===== config.mk =====
export PLATFORM = sky130hd
export DESIGN_NAME = imrs_top
export DESIGN_NICKNAME = d
export VERILOG_FILES = /design/src/rtl/imrs_pkg.sv /design/src/rtl/imrs_top.sv
export SDC_FILE = /design/constraint.sdc
export NUM_CORES = 1
export LEC_CHECK = 0
export ABC_AREA = 1
export BUFFER_PORTS_ARGS = -buffer_cell sky130_fd_sc_hd__buf_4
export CAP_MARGIN = 25
export CORE_ASPECT_RATIO = 1.1
export CORE_MARGIN = 2
export CORE_UTILIZATION = 55
export DETAILED_ROUTE_END_ITERATION = 10
export PLACE_DENSITY = 0.74
export SLEW_MARGIN = 10
export SYNTH_ARGS = -nofsm -noshare
export SYNTH_HDL_FRONTEND = slang
export SYNTH_SLANG_ARGS = --single-unit

===== constraint.sdc =====
create_clock -name core_clk -period 4.5 [get_ports core_clk]
set_input_delay 0.675 -clock core_clk [delete_from_list [all_inputs] [get_ports core_clk]]
set_output_delay 0.675 -clock core_clk [all_outputs]
set_load 0.01 [all_outputs]

===== src/rtl/imrs_pkg.sv =====
// Purpose: shared constants and types for the two-wire read sequencer
// Assumes: 10 MHz core clock, APB register access
// Notes:   struct fields are listed msb first
package imrs_pkg;
  // ----------------------------------------------------------------
  // register map (byte addresses)
  // ----------------------------------------------------------------
  localparam logic [7:0] OFF_DATA  = 8'h00; // tx write / rx read
  localparam logic [7:0] OFF_CTRL  = 8'h04; // control bits
  localparam logic [7:0] OFF_STAT  = 8'h08; // status, read only
  localparam logic [7:0] OFF_DIV   = 8'h0C; // quarter-bit divider
  localparam logic [7:0] OFF_ISTAT = 8'h10; // sticky events, w1c
  localparam logic [7:0] OFF_IMASK = 8'h14; // event mask
  // ----------------------------------------------------------------
  // reset values and widths
  // ----------------------------------------------------------------
  localparam int         NUM_EV    = 4;     // interrupt events
  localparam logic [15:0] DIV_RST  = 16'h0019; // 100 kbit/s
  localparam logic [3:0] EV_RX     = 4'h1;  // event bit: byte received
  localparam logic [3:0] EV_NACK   = 4'h2;  // event bit: not-acknowledge
  localparam logic [3:0] EV_TX     = 4'h4;  // event bit: data reg taken
  localparam logic [3:0] EV_STOP   = 4'h8;  // event bit: stop sent
  localparam logic [3:0] LAST_BIT  = 4'h8;  // ack slot index
  // ----------------------------------------------------------------
  // timing: fastest allowed bus rate
  // ----------------------------------------------------------------
  localparam int CLK_NS       = 100;        // core clock period
  localparam int MAX_KBPS     = 400;        // bus rate ceiling
  localparam int BIT_MIN_NS   = 1000000 / MAX_KBPS;
  localparam logic [15:0] QDIV_MIN =
    16'((BIT_MIN_NS + 4 * CLK_NS - 1) / (4 * CLK_NS));
  // ----------------------------------------------------------------
  // types
  // ----------------------------------------------------------------
  typedef struct packed {
    logic rd10;          // 10-bit read: auto restart after 2nd byte
    logic tx_irq_enable; // report data register taken
    logic nack_next;     // answer next received byte with nack
    logic stop;          // request stop condition
    logic start;         // request (repeated) start
    logic enable;        // controller on
  } imrs_ctrl_t;
  typedef struct packed {
    logic rx_mode;           // receiving bytes
    logic busy;              // not idle
    logic nack_irq_flag;     // not-acknowledge seen or sent
    logic ack_stat;          // last address/data byte acknowledged
    logic tx_empty;          // data register free for writing
    logic rx_data_full_flag; // received byte waiting
  } imrs_stat_t;
  typedef enum logic [2:0] {S_IDLE, S_START, S_RSTART, S_BIT, S_WAIT, S_STOP}
    imrs_state_t;
endpackage


===== src/rtl/imrs_top.sv =====
// Purpose: master-only two-wire controller for read sequences
// Assumes: open-drain pins resolved outside; APB slave, zero wait
// Notes:   scl and sda pass two flops before use
// Operation
// - shift byte in, ack unless nack-next set
// - completed byte sets receive-full flag
// - data register read clears receive-full flag
// - bytes repeat without new start or address
// - nacked last byte sets nack flag
// - stop request sends stop, clears stop, nack
// - 10-bit first byte is 11110, a9a8, write
// - start condition precedes any address bit
// - after start, data register loads shifter
// - slave nack sets flag, clears ack status
// - master only, at most 400 kbit/s
`timescale 1ns/1ns
module imrs_top
  import imrs_pkg::*;
(
  // clock and reset
  input  wire logic       core_clk,
  input  wire logic       rst_b,
  // apb slave
  input  wire logic       psel,
  input  wire logic       penable,
  input  wire logic       pwrite,
  input  wire logic [7:0] paddr,
  input  wire logic [31:0] pwdata,
  output logic            pready,
  output logic [31:0]     prdata,
  output logic            pslverr,
  // two-wire bus pins
  input  wire logic       scl_i,
  output logic            scl_o,
  output logic            scl_oe,
  input  wire logic       sda_i,
  output logic            sda_o,
  output logic            sda_oe,
  // interrupt
  output logic            irq
);
  // ----------------------------------------------------------------
  // declarations
  // ----------------------------------------------------------------
  imrs_ctrl_t    ctrl;          // control register
  imrs_stat_t    stat;          // status view
  imrs_state_t   state;         // sequencer state
  logic [15:0]   div;           // divider setting
  logic [15:0]   qdiv;          // divider clamped to rate ceiling
  logic [15:0]   divcnt;        // divider count
  logic          tick;          // quarter-bit enable
  logic          tick_go;       // tick not held by slave stretch
  logic [1:0]    q;             // quarter within bit
  logic [3:0]    bitcnt;        // bit within byte, 8 is ack slot
  logic [7:0]    shift;         // shift register
  logic [7:0]    first_byte;    // first address byte kept for restart
  logic [7:0]    tx_data;       // data register, write side
  logic [7:0]    rx_data;       // data register, read side
  logic          tx_full;       // tx_data not yet taken
  logic          rx_mode;       // receiving
  logic [1:0]    addr_cnt;      // acked bytes since start
  logic          rs_auto;       // restart made by hardware
  logic          nack_sent;     // we answered nack
  logic          got_nack;      // slave answered nack
  logic          scl_meta;      // sync stage 1
  logic          scl_s;         // synced scl
  logic          sda_meta;      // sync stage 1
  logic          sda_s;         // synced sda
  logic          wr;            // apb write completes
  logic          rd;            // apb read completes
  logic          hit;           // address mapped
  logic          byte_end;      // byte slot finished
  logic          rx_done;       // received byte finished
  logic          nack_evt;      // nack event
  logic          auto_rs;       // 10-bit restart due
  logic          to_rx;         // read address acked
  logic          tx_take;       // data register taken
  logic          start_take;    // start request taken
  logic          stop_done;     // stop finished
  logic [3:0]    istat;         // sticky events
  logic [3:0]    imask;         // event mask
  logic [3:0]    ev;            // events this cycle
  logic [15:0]   gap;           // cycles since last tick
  logic          rx_data_full_flag; // received byte waiting
  logic          nack_irq_flag;     // nack seen or sent
  logic          ack_stat;          // last sent byte acknowledged

  // pins drive low only
  assign scl_o  = 1'b0;
  assign sda_o  = 1'b0;
  assign pready = 1'b1;

  // ----------------------------------------------------------------
  // pin synchronisers
  // ----------------------------------------------------------------
  always_ff @(posedge core_clk or negedge rst_b)
  begin
    if (!rst_b)
    begin
      scl_meta <= 1'b1;
      scl_s    <= 1'b1;
      sda_meta <= 1'b1;
      sda_s    <= 1'b1;
    end
    else
    begin
      scl_meta <= scl_i;
      scl_s    <= scl_meta;
      sda_meta <= sda_i;
      sda_s    <= sda_meta;
    end
  end

  // ----------------------------------------------------------------
  // quarter-bit divider
  // ----------------------------------------------------------------
  assign qdiv = (div < QDIV_MIN) ? QDIV_MIN : div;
  assign tick = (divcnt >= qdiv - 16'h0001);
  always_ff @(posedge core_clk or negedge rst_b)
  begin
    if (!rst_b)
      divcnt <= 16'h0000;
    else if (tick)
      divcnt <= 16'h0000;
    else
      divcnt <= divcnt + 16'h0001;
  end

  // ----------------------------------------------------------------
  // sequencer event terms
  // ----------------------------------------------------------------
  always_comb
  begin
    // slave may stretch scl while we wait for it high
    tick_go  = tick && !((q == 2'd2) && !scl_s
               && (state == S_BIT || state == S_RSTART || state == S_STOP));
    byte_end = tick_go && state == S_BIT && q == 2'd3 && bitcnt == LAST_BIT;
    rx_done  = byte_end && rx_mode;
    nack_evt = (byte_end && !rx_mode && got_nack)
               || (rx_done && nack_sent);
    auto_rs  = byte_end && !rx_mode && !got_nack && ctrl.rd10
               && addr_cnt == 2'd1;
    to_rx    = byte_end && !rx_mode && !got_nack && addr_cnt == 2'd0
               && first_byte[0];
    start_take = tick_go && ctrl.start && ((state == S_IDLE)
                 || (state == S_WAIT && !ctrl.stop));
    stop_done  = tick_go && state == S_STOP && q == 2'd3;
    tx_take  = (tick_go && q == 2'd3 && (state == S_START
               || (state == S_RSTART && !rs_auto)))
               || (byte_end && !rx_mode && !got_nack && !auto_rs && !to_rx
                   && tx_full)
               || (tick_go && state == S_WAIT && !ctrl.stop && !ctrl.start
                   && !rx_mode && !got_nack && tx_full);
  end

  // ----------------------------------------------------------------
  // bus sequencer
  // ----------------------------------------------------------------
  always_ff @(posedge core_clk or negedge rst_b)
  begin
    if (!rst_b)
    begin
      state <= S_IDLE;
      q <= 2'd0;
      bitcnt <= 4'h0;
      shift <= 8'h00;
      first_byte <= 8'h00;
      scl_oe <= 1'b0;
      sda_oe <= 1'b0;
      rx_mode <= 1'b0;
      addr_cnt <= 2'd0;
      rs_auto <= 1'b0;
      nack_sent <= 1'b0;
      got_nack <= 1'b0;
    end
    else if (!ctrl.enable)
    begin
      // disabled: release the bus
      state <= S_IDLE;
      q <= 2'd0;
      scl_oe <= 1'b0;
      sda_oe <= 1'b0;
    end
    else if (tick_go)
    begin
      q <= q + 2'd1;
      case (state)
        S_IDLE:
        begin
          q <= 2'd0;
          if (ctrl.start)
          begin
            state <= S_START;
            rx_mode <= 1'b0;
            addr_cnt <= 2'd0;
            rs_auto <= 1'b0;
            nack_sent <= 1'b0;
            got_nack <= 1'b0;
          end
        end
        S_START:
        begin
          // sda falls while scl high before any address bit
          if (q == 2'd2)
            sda_oe <= 1'b1;
          else if (q == 2'd3)
          begin
            scl_oe <= 1'b1;
            shift <= tx_data;
            first_byte <= tx_data;
            bitcnt <= 4'h0;
            state <= S_BIT;
          end
        end
        S_RSTART:
        begin
          // restart: release sda, raise scl, pull sda, pull scl
          if (q == 2'd0)
            sda_oe <= 1'b0;
          else if (q == 2'd1)
            scl_oe <= 1'b0;
          else if (q == 2'd2)
            sda_oe <= 1'b1;
          else
          begin
            scl_oe <= 1'b1;
            shift <= rs_auto ? {first_byte[7:1], 1'b1} : tx_data;
            first_byte <= rs_auto ? {first_byte[7:1], 1'b1} : tx_data;
            addr_cnt <= 2'd0;
            rx_mode <= 1'b0;
            nack_sent <= 1'b0;
            got_nack <= 1'b0;
            bitcnt <= 4'h0;
            state <= S_BIT;
          end
        end
        S_BIT:
        begin
          if (q == 2'd0)
          begin
            // set data while scl low
            if (bitcnt == LAST_BIT)
            begin
              sda_oe <= rx_mode && !ctrl.nack_next;
              nack_sent <= rx_mode && ctrl.nack_next;
            end
            else
              sda_oe <= !rx_mode && !shift[7];
          end
          else if (q == 2'd1)
            scl_oe <= 1'b0;
          else if (q == 2'd2)
          begin
            // sample with scl high
            if (bitcnt == LAST_BIT)
              got_nack <= sda_s;
            else
              shift <= {shift[6:0], sda_s};
          end
          else
          begin
            scl_oe <= 1'b1;
            if (bitcnt != LAST_BIT)
              bitcnt <= bitcnt + 4'h1;
            else
            begin
              bitcnt <= 4'h0;
              if (rx_mode || got_nack)
                state <= S_WAIT;
              else
              begin
                if (addr_cnt != 2'd3)
                  addr_cnt <= addr_cnt + 2'd1;
                if (auto_rs)
                begin
                  rs_auto <= 1'b1;
                  state <= S_RSTART;
                end
                else if (to_rx)
                  rx_mode <= 1'b1;
                else if (tx_full)
                  shift <= tx_data;
                else
                  state <= S_WAIT;
              end
            end
          end
        end
        S_WAIT:
        begin
          // scl held low until software acts
          q <= 2'd0;
          sda_oe <= 1'b0;
          if (ctrl.stop)
            state <= S_STOP;
          else if (ctrl.start)
          begin
            rs_auto <= 1'b0;
            state <= S_RSTART;
          end
          else if (!rx_mode && !got_nack && tx_full)
          begin
            shift <= tx_data;
            state <= S_BIT;
          end
          else if (rx_mode && !stat.rx_data_full_flag && !nack_sent)
            state <= S_BIT;
        end
        S_STOP:
        begin
          // sda rises while scl high
          if (q == 2'd0)
            sda_oe <= 1'b1;
          else if (q == 2'd1)
            scl_oe <= 1'b0;
          else if (q == 2'd3)
          begin
            sda_oe <= 1'b0;
            rx_mode <= 1'b0;
            state <= S_IDLE;
          end
        end
        default:
          state <= S_IDLE;
      endcase
    end
  end

  // ----------------------------------------------------------------
  // apb decode and control registers
  // ----------------------------------------------------------------
  assign wr  = psel && penable && pwrite;
  assign rd  = psel && penable && !pwrite;
  assign hit = (paddr == OFF_DATA) || (paddr == OFF_CTRL)
               || (paddr == OFF_STAT) || (paddr == OFF_DIV)
               || (paddr == OFF_ISTAT) || (paddr == OFF_IMASK);
  always_ff @(posedge core_clk or negedge rst_b)
  begin
    if (!rst_b)
    begin
      ctrl <= '0;
      div <= DIV_RST;
      tx_data <= 8'h00;
      tx_full <= 1'b0;
      imask <= 4'h0;
    end
    else
    begin
      // hardware clears first, a same-cycle write wins
      if (start_take)
        ctrl.start <= 1'b0;
      if (stop_done)
        ctrl.stop <= 1'b0;
      if (tx_take)
        tx_full <= 1'b0;
      if (wr && paddr == OFF_DATA)
      begin
        tx_data <= pwdata[7:0];
        tx_full <= 1'b1;
      end
      else if (wr && paddr == OFF_CTRL)
        ctrl <= pwdata[5:0];
      else if (wr && paddr == OFF_DIV)
        div <= pwdata[15:0];
      else if (wr && paddr == OFF_IMASK)
        imask <= pwdata[3:0];
    end
  end

  // ----------------------------------------------------------------
  // status flags and receive data
  // ----------------------------------------------------------------
  always_ff @(posedge core_clk or negedge rst_b)
  begin
    if (!rst_b)
    begin
      rx_data_full_flag <= 1'b0;
      nack_irq_flag <= 1'b0;
      ack_stat <= 1'b0;
      rx_data <= 8'h00;
    end
    else
    begin
      if (rx_done)
      begin
        rx_data <= shift;
        rx_data_full_flag <= 1'b1;
      end
      else if (rd && paddr == OFF_DATA)
        rx_data_full_flag <= 1'b0;
      if (nack_evt)
        nack_irq_flag <= 1'b1;
      else if (stop_done)
        nack_irq_flag <= 1'b0;
      if (byte_end && !rx_mode)
        ack_stat <= !got_nack;
    end
  end
  // status view, one driver for the whole word, msb first
  assign stat = {rx_mode, (state != S_IDLE), nack_irq_flag, ack_stat, !tx_full,
                 rx_data_full_flag};

  // ----------------------------------------------------------------
  // interrupt status, w1c, set wins
  // ----------------------------------------------------------------
  assign ev = (rx_done ? EV_RX : 4'h0) | (nack_evt ? EV_NACK : 4'h0)
            | ((tx_take && ctrl.tx_irq_enable) ? EV_TX : 4'h0)
            | (stop_done ? EV_STOP : 4'h0);
  always_ff @(posedge core_clk or negedge rst_b)
  begin
    if (!rst_b)
      istat <= 4'h0;
    else
      istat <= (istat & ~((wr && paddr == OFF_ISTAT) ? pwdata[3:0] : 4'h0)) | ev;
  end
  assign irq = |(istat & imask);

  // ----------------------------------------------------------------
  // read data, captured in the setup cycle
  // ----------------------------------------------------------------
  always_ff @(posedge core_clk or negedge rst_b)
  begin
    if (!rst_b)
    begin
      prdata <= 32'h00000000;
      pslverr <= 1'b0;
    end
    else if (psel && !penable)
    begin
      pslverr <= !hit;
      if (paddr == OFF_DATA)
        prdata <= {24'h000000, rx_data};
      else if (paddr == OFF_CTRL)
        prdata <= {26'h0000000, ctrl};
      else if (paddr == OFF_STAT)
        prdata <= {26'h0000000, stat};
      else if (paddr == OFF_DIV)
        prdata <= {16'h0000, div};
      else if (paddr == OFF_ISTAT)
        prdata <= {28'h0000000, istat};
      else if (paddr == OFF_IMASK)
        prdata <= {28'h0000000, imask};
      else
        prdata <= 32'h00000000;
    end
  end

  // ----------------------------------------------------------------
  // assertions
  // ----------------------------------------------------------------
  always_ff @(posedge core_clk or negedge rst_b)
  begin
    if (!rst_b)
      gap <= 16'h0000;
    else if (tick)
      gap <= 16'h0000;
    else if (gap != 16'hFFFF)
      gap <= gap + 16'h0001;
  end
  property p_rx_flag;
    @(posedge core_clk) disable iff (!rst_b)
    rx_done |=> stat.rx_data_full_flag && rx_data == $past(shift);
  endproperty
  a_rx_flag: assert property (p_rx_flag)
    else $error("received byte did not set full flag");
  property p_rd_clr;
    @(posedge core_clk) disable iff (!rst_b)
    (rd && paddr == OFF_DATA && !rx_done) |=> !stat.rx_data_full_flag;
  endproperty
  a_rd_clr: assert property (p_rd_clr)
    else $error("data read left full flag set");
  property p_ack_drive;
    @(posedge core_clk) disable iff (!rst_b)
    (state == S_BIT && bitcnt == LAST_BIT && q == 2'd2 && rx_mode)
      |-> sda_oe == !nack_sent;
  endproperty
  a_ack_drive: assert property (p_ack_drive)
    else $error("ack slot drive wrong");
  property p_rx_release;
    @(posedge core_clk) disable iff (!rst_b)
    (state == S_BIT && rx_mode && bitcnt != LAST_BIT && q != 2'd0) |-> !sda_oe;
  endproperty
  a_rx_release: assert property (p_rx_release)
    else $error("sda driven during receive bits");
  property p_nack_flag;
    @(posedge core_clk) disable iff (!rst_b)
    (rx_done && nack_sent) |=> stat.nack_irq_flag ##1 state == S_WAIT;
  endproperty
  a_nack_flag: assert property (p_nack_flag)
    else $error("nacked last byte did not flag");
  property p_slave_nack;
    @(posedge core_clk) disable iff (!rst_b)
    (byte_end && !rx_mode && got_nack) |=> stat.nack_irq_flag && !stat.ack_stat;
  endproperty
  a_slave_nack: assert property (p_slave_nack)
    else $error("slave nack not reported");
  property p_stop_end;
    @(posedge core_clk) disable iff (!rst_b)
    stop_done |=> !ctrl.stop && !stat.nack_irq_flag && !sda_oe && !scl_oe;
  endproperty
  a_stop_end: assert property (p_stop_end)
    else $error("stop did not clear flags");
  property p_sda_edge;
    @(posedge core_clk) disable iff (!rst_b)
    ($changed(sda_oe) && !scl_oe && ctrl.enable)
      |-> $past(state) inside {S_START, S_RSTART, S_STOP};
  endproperty
  a_sda_edge: assert property (p_sda_edge)
    else $error("sda moved while scl high outside start or stop");
  property p_load;
    @(posedge core_clk) disable iff (!rst_b)
    (state == S_START && tick_go && q == 2'd3) |=> shift == $past(tx_data);
  endproperty
  a_load: assert property (p_load)
    else $error("shifter not loaded after start");
  property p_restart;
    @(posedge core_clk) disable iff (!rst_b)
    auto_rs |=> state == S_RSTART && rs_auto;
  endproperty
  a_restart: assert property (p_restart)
    else $error("10-bit restart missing");
  property p_rate;
    @(posedge core_clk) disable iff (!rst_b)
    tick |-> gap >= QDIV_MIN - 16'h0001;
  endproperty
  a_rate: assert property (p_rate)
    else $error("bus rate above ceiling");
  c_rx: cover property (@(posedge core_clk) rx_done);
  c_stop: cover property (@(posedge core_clk) stop_done);
  c_rs: cover property (@(posedge core_clk) auto_rs);
endmodule // imrs_top


==> reports/qor.csv <==
metric,value,unit
io pins,86,
critical path endpoint category,flop,
maximum root-to-sink buffer count,2,
Overflow after GRT,0,
TritonCTS clock tree,built,
Die ar.,13800,um^2
num rows,43,
Die H,123,um
Crit Path Max Fanout,14,
Post-CTS Setup Bufs,0,
post-route cell area,8170,um^2
Initial Util,56.4,%
XOR/XNOR share of the synthesized area,1.48,%
vias in the first global route,5836,
Synth Flop Type,dfrtp_1,
ranking of synthesized cells by area,"dfrtp_1, nand2_1, o21ai_0, inv_1, ha_1",
Netlist cell types,45,
status,"complete, no violations",
Max-cap violations,0,
largest net degree at the start of global routing,64,
CTS Buf Count,17,
final setup fails,0,
clock latency on the worst-skew pair,0.42,ns
most frequent cell after synthesis,nand2_1,
Slew Limit Fails,0,
H-tree lvl count,4,
"setup slack, reg-to-reg",0.56,ns
Critical Path AT,4.25,ns
Synth Area in Adders,5.11,%
syn avg cell area,7.64,um^2
GRT Total Usage,27.2,%
first-pass GRT wire length,29.5,mm
post-synthesis mux area share,0.159,%
1st-pass router iterations,5,
cell area power density,323,nW/um^2
area fraction of the dominant cell type after synthesis,39.8,%
Synth Area in Compound Gates,14.1,%
drt drc,0,
Yosys top cell by area,dfrtp_1,
Max-slew headroom,40.8,%
clk slew on worst S/H paths,0.06,ns
layout cells sized above 1,13.5,%
CP Data Required Time,4.81,ns
post-route ant nets,0,
final cycle utilization of the critical path,87.5,%
I/O Buffers,50,
CP Launch Type,flop,
drt wl/cell,15.7,um
die width,112,um
vias,6238,
Util after Layout,64.9,%
largest family of logic cells by synthesized area,simple AND/OR/NAND/NOR gates,
P&R area growth vs syn,14.9,%
number of synthesized flops with an enable pin,0,
number of hold violations in the final report,0,
Tightest Pin Transition,0.886,ns
Routability Congestion,1.03,
post-cts sizing count,0,
sequential element share of the synthesized area,42.4,%
simple-gate share of the synthesized area,27.1,%
fin crit period,3.94,ns
Synth Cell Area,7100,um^2
Reg2Reg Depth,24,
worst reg2reg path startpoint,div[3],
DR vias/cell,5.41,
core area,12600,um^2
R2R Path End,shift[4],
antenna violations before repair,0,
NumNets Final,1060,
synth warn,0,
top post-synthesis cells by count,"nand2_1, inv_1, dfrtp_1",
CTS Hold Bufs,0,
Antenna diodes,0,
Mapped Cells,930,
initial DRC count,628,
RSZ-0062 raised after global routing,no,
clock skew,0.00722,ns
Leak,4.05,nW
#FFs+latches synth,120,
dpl cell area,7560,um^2
Worst Setup Path Type,reg2reg,
fmax,254,MHz
TNS Setup,0,ns
Root Buffer,clkbuf_16,
HP Class,in2async,
Peak VDD IR,0.250,mV
WL final,18.1,mm
"FFs w/ async S/R, synth",100,%
hpwl dp,13.3,mm
Sink Count,120,
power by group:
group	internal (W)	switching, W	total, W
combinational	0.0000442	0.0000829	0.000127
sequential	0.00109	0.00000982	0.00110
clock	0.000925	0.000478	0.00140
area by class of cell:
class	count	area (um^2)
inverters	125	472
clock buffers	24	492
clock inverters	8	118
multi-input cells	666	3470
flip-flops and latches	120	3010
fillers	1138	4420
well taps	157	196
repair buffers	54	405
state kept, by name, indices dropped and copies added, names as in the netlist, 2 cells and up:
register	count
imask	4
addr_cnt	2
div	16
divcnt	16
bitcnt	4
rx_data	8
tx_data	8
q	2
ctrl	6
prdata	16
first_byte	8
shift	8
state	3
istat	4
per-stage QoR:
step	total power, W	instances	hold slack (ns)	worst slack, ns
finish	0.00263	1154	0.338	0.562
global route	0.00272	1154	0.349	0.230
CTS	0.00264	1154	0.353	0.593
detailed placement	0.00125	1122	0.347	0.646
global placement	0.00125	1122	0.345	0.730
floorplan	0.00119	947	0.345	1.26
worst max path at each step:
stage	start	depth (start not counted)	end	slack, ns
6_report	div[3]	24	shift[4]	0.56
5_1_grt	div[3]	24	shift[2]	0.23
4_1_cts	div[3]	22	shift[5]	0.59
3_5_place_dp	div[3]	22	shift[5]	0.65
3_3_place_gp	div[3]	26	shift[3]	0.73
2_1_floorplan	div[3]	26	shift[0]	1.26
kinds of logic (layout without fill, tap and decap cells):
| group | Yosys count | in the layout |
|---|---|---|
| AOI/OAI and AO/OA | 182 | 182 |
| xor gates and xnor gates | 12 | 12 |
| adders and majority gates | 29 | 29 |
| buffers and inverters | 161 | 211 |
| DFF | 120 | 120 |
| muxes | 1 | 1 |
| other | 2 | 19 |
| and+or+nand+nor | 423 | 423 |
cells in the final DEF (no fill, tap or decap), types with 4 or more instances in the layout:
master     count
nand2_1      234
inv_1        116
dfrtp_1      113
o21ai_0      102
nor2_1        67
buf_4         54
nand3_1       47
a21oi_1       45
ha_1          29
conb_1        19
nor3_1        18
clkbuf_16     17
xor2_1        12
nand4_1       10
nand2_2        9
nor2_2         9
o31ai_1        9
dfstp_2        7
inv_2          6
and3_1         5
nand2_4        5
o2111ai_1      5
o211ai_1       5
nand3_2        4
o22ai_1        4
clkinv_2       4
clkbuf_8       4
worst max-delay path: stages, from the launching register on:
cell,delay [ns]
dfstp_2,0.60
inv_1,0.10
nand3_1,0.09
nor3_1,0.05
nand4_1,0.11
and2_4,0.17
nand3_2,0.10
nor3_4,0.21
nand2_2,0.13
nor2_2,0.18
nand2_1,0.07
nand2_1,0.06
nand2_1,0.06
ha_1,0.31
nand4_1,0.10
nor3_1,0.15
nand2_1,0.12
nand2_4,0.19
nand2_4,0.14
nor2_8,0.15
nand2_4,0.07
nor3_4,0.37
nand2_4,0.14
nand2_1,0.08
nand2_1,0.05
metal layers:
metal	share of wire, %	wire length, um	vias to the layer above	global-route usage (%)
li1	-	-	3118	-
met1	44	7930	2885	35.4
met2	49	8810	204	45.4
met3	5.1	922	31	5.59
met4	2.2	405	0	9.83
met5	0	0	-	0
Note: power is estimated with default switching activity, not from simulation.
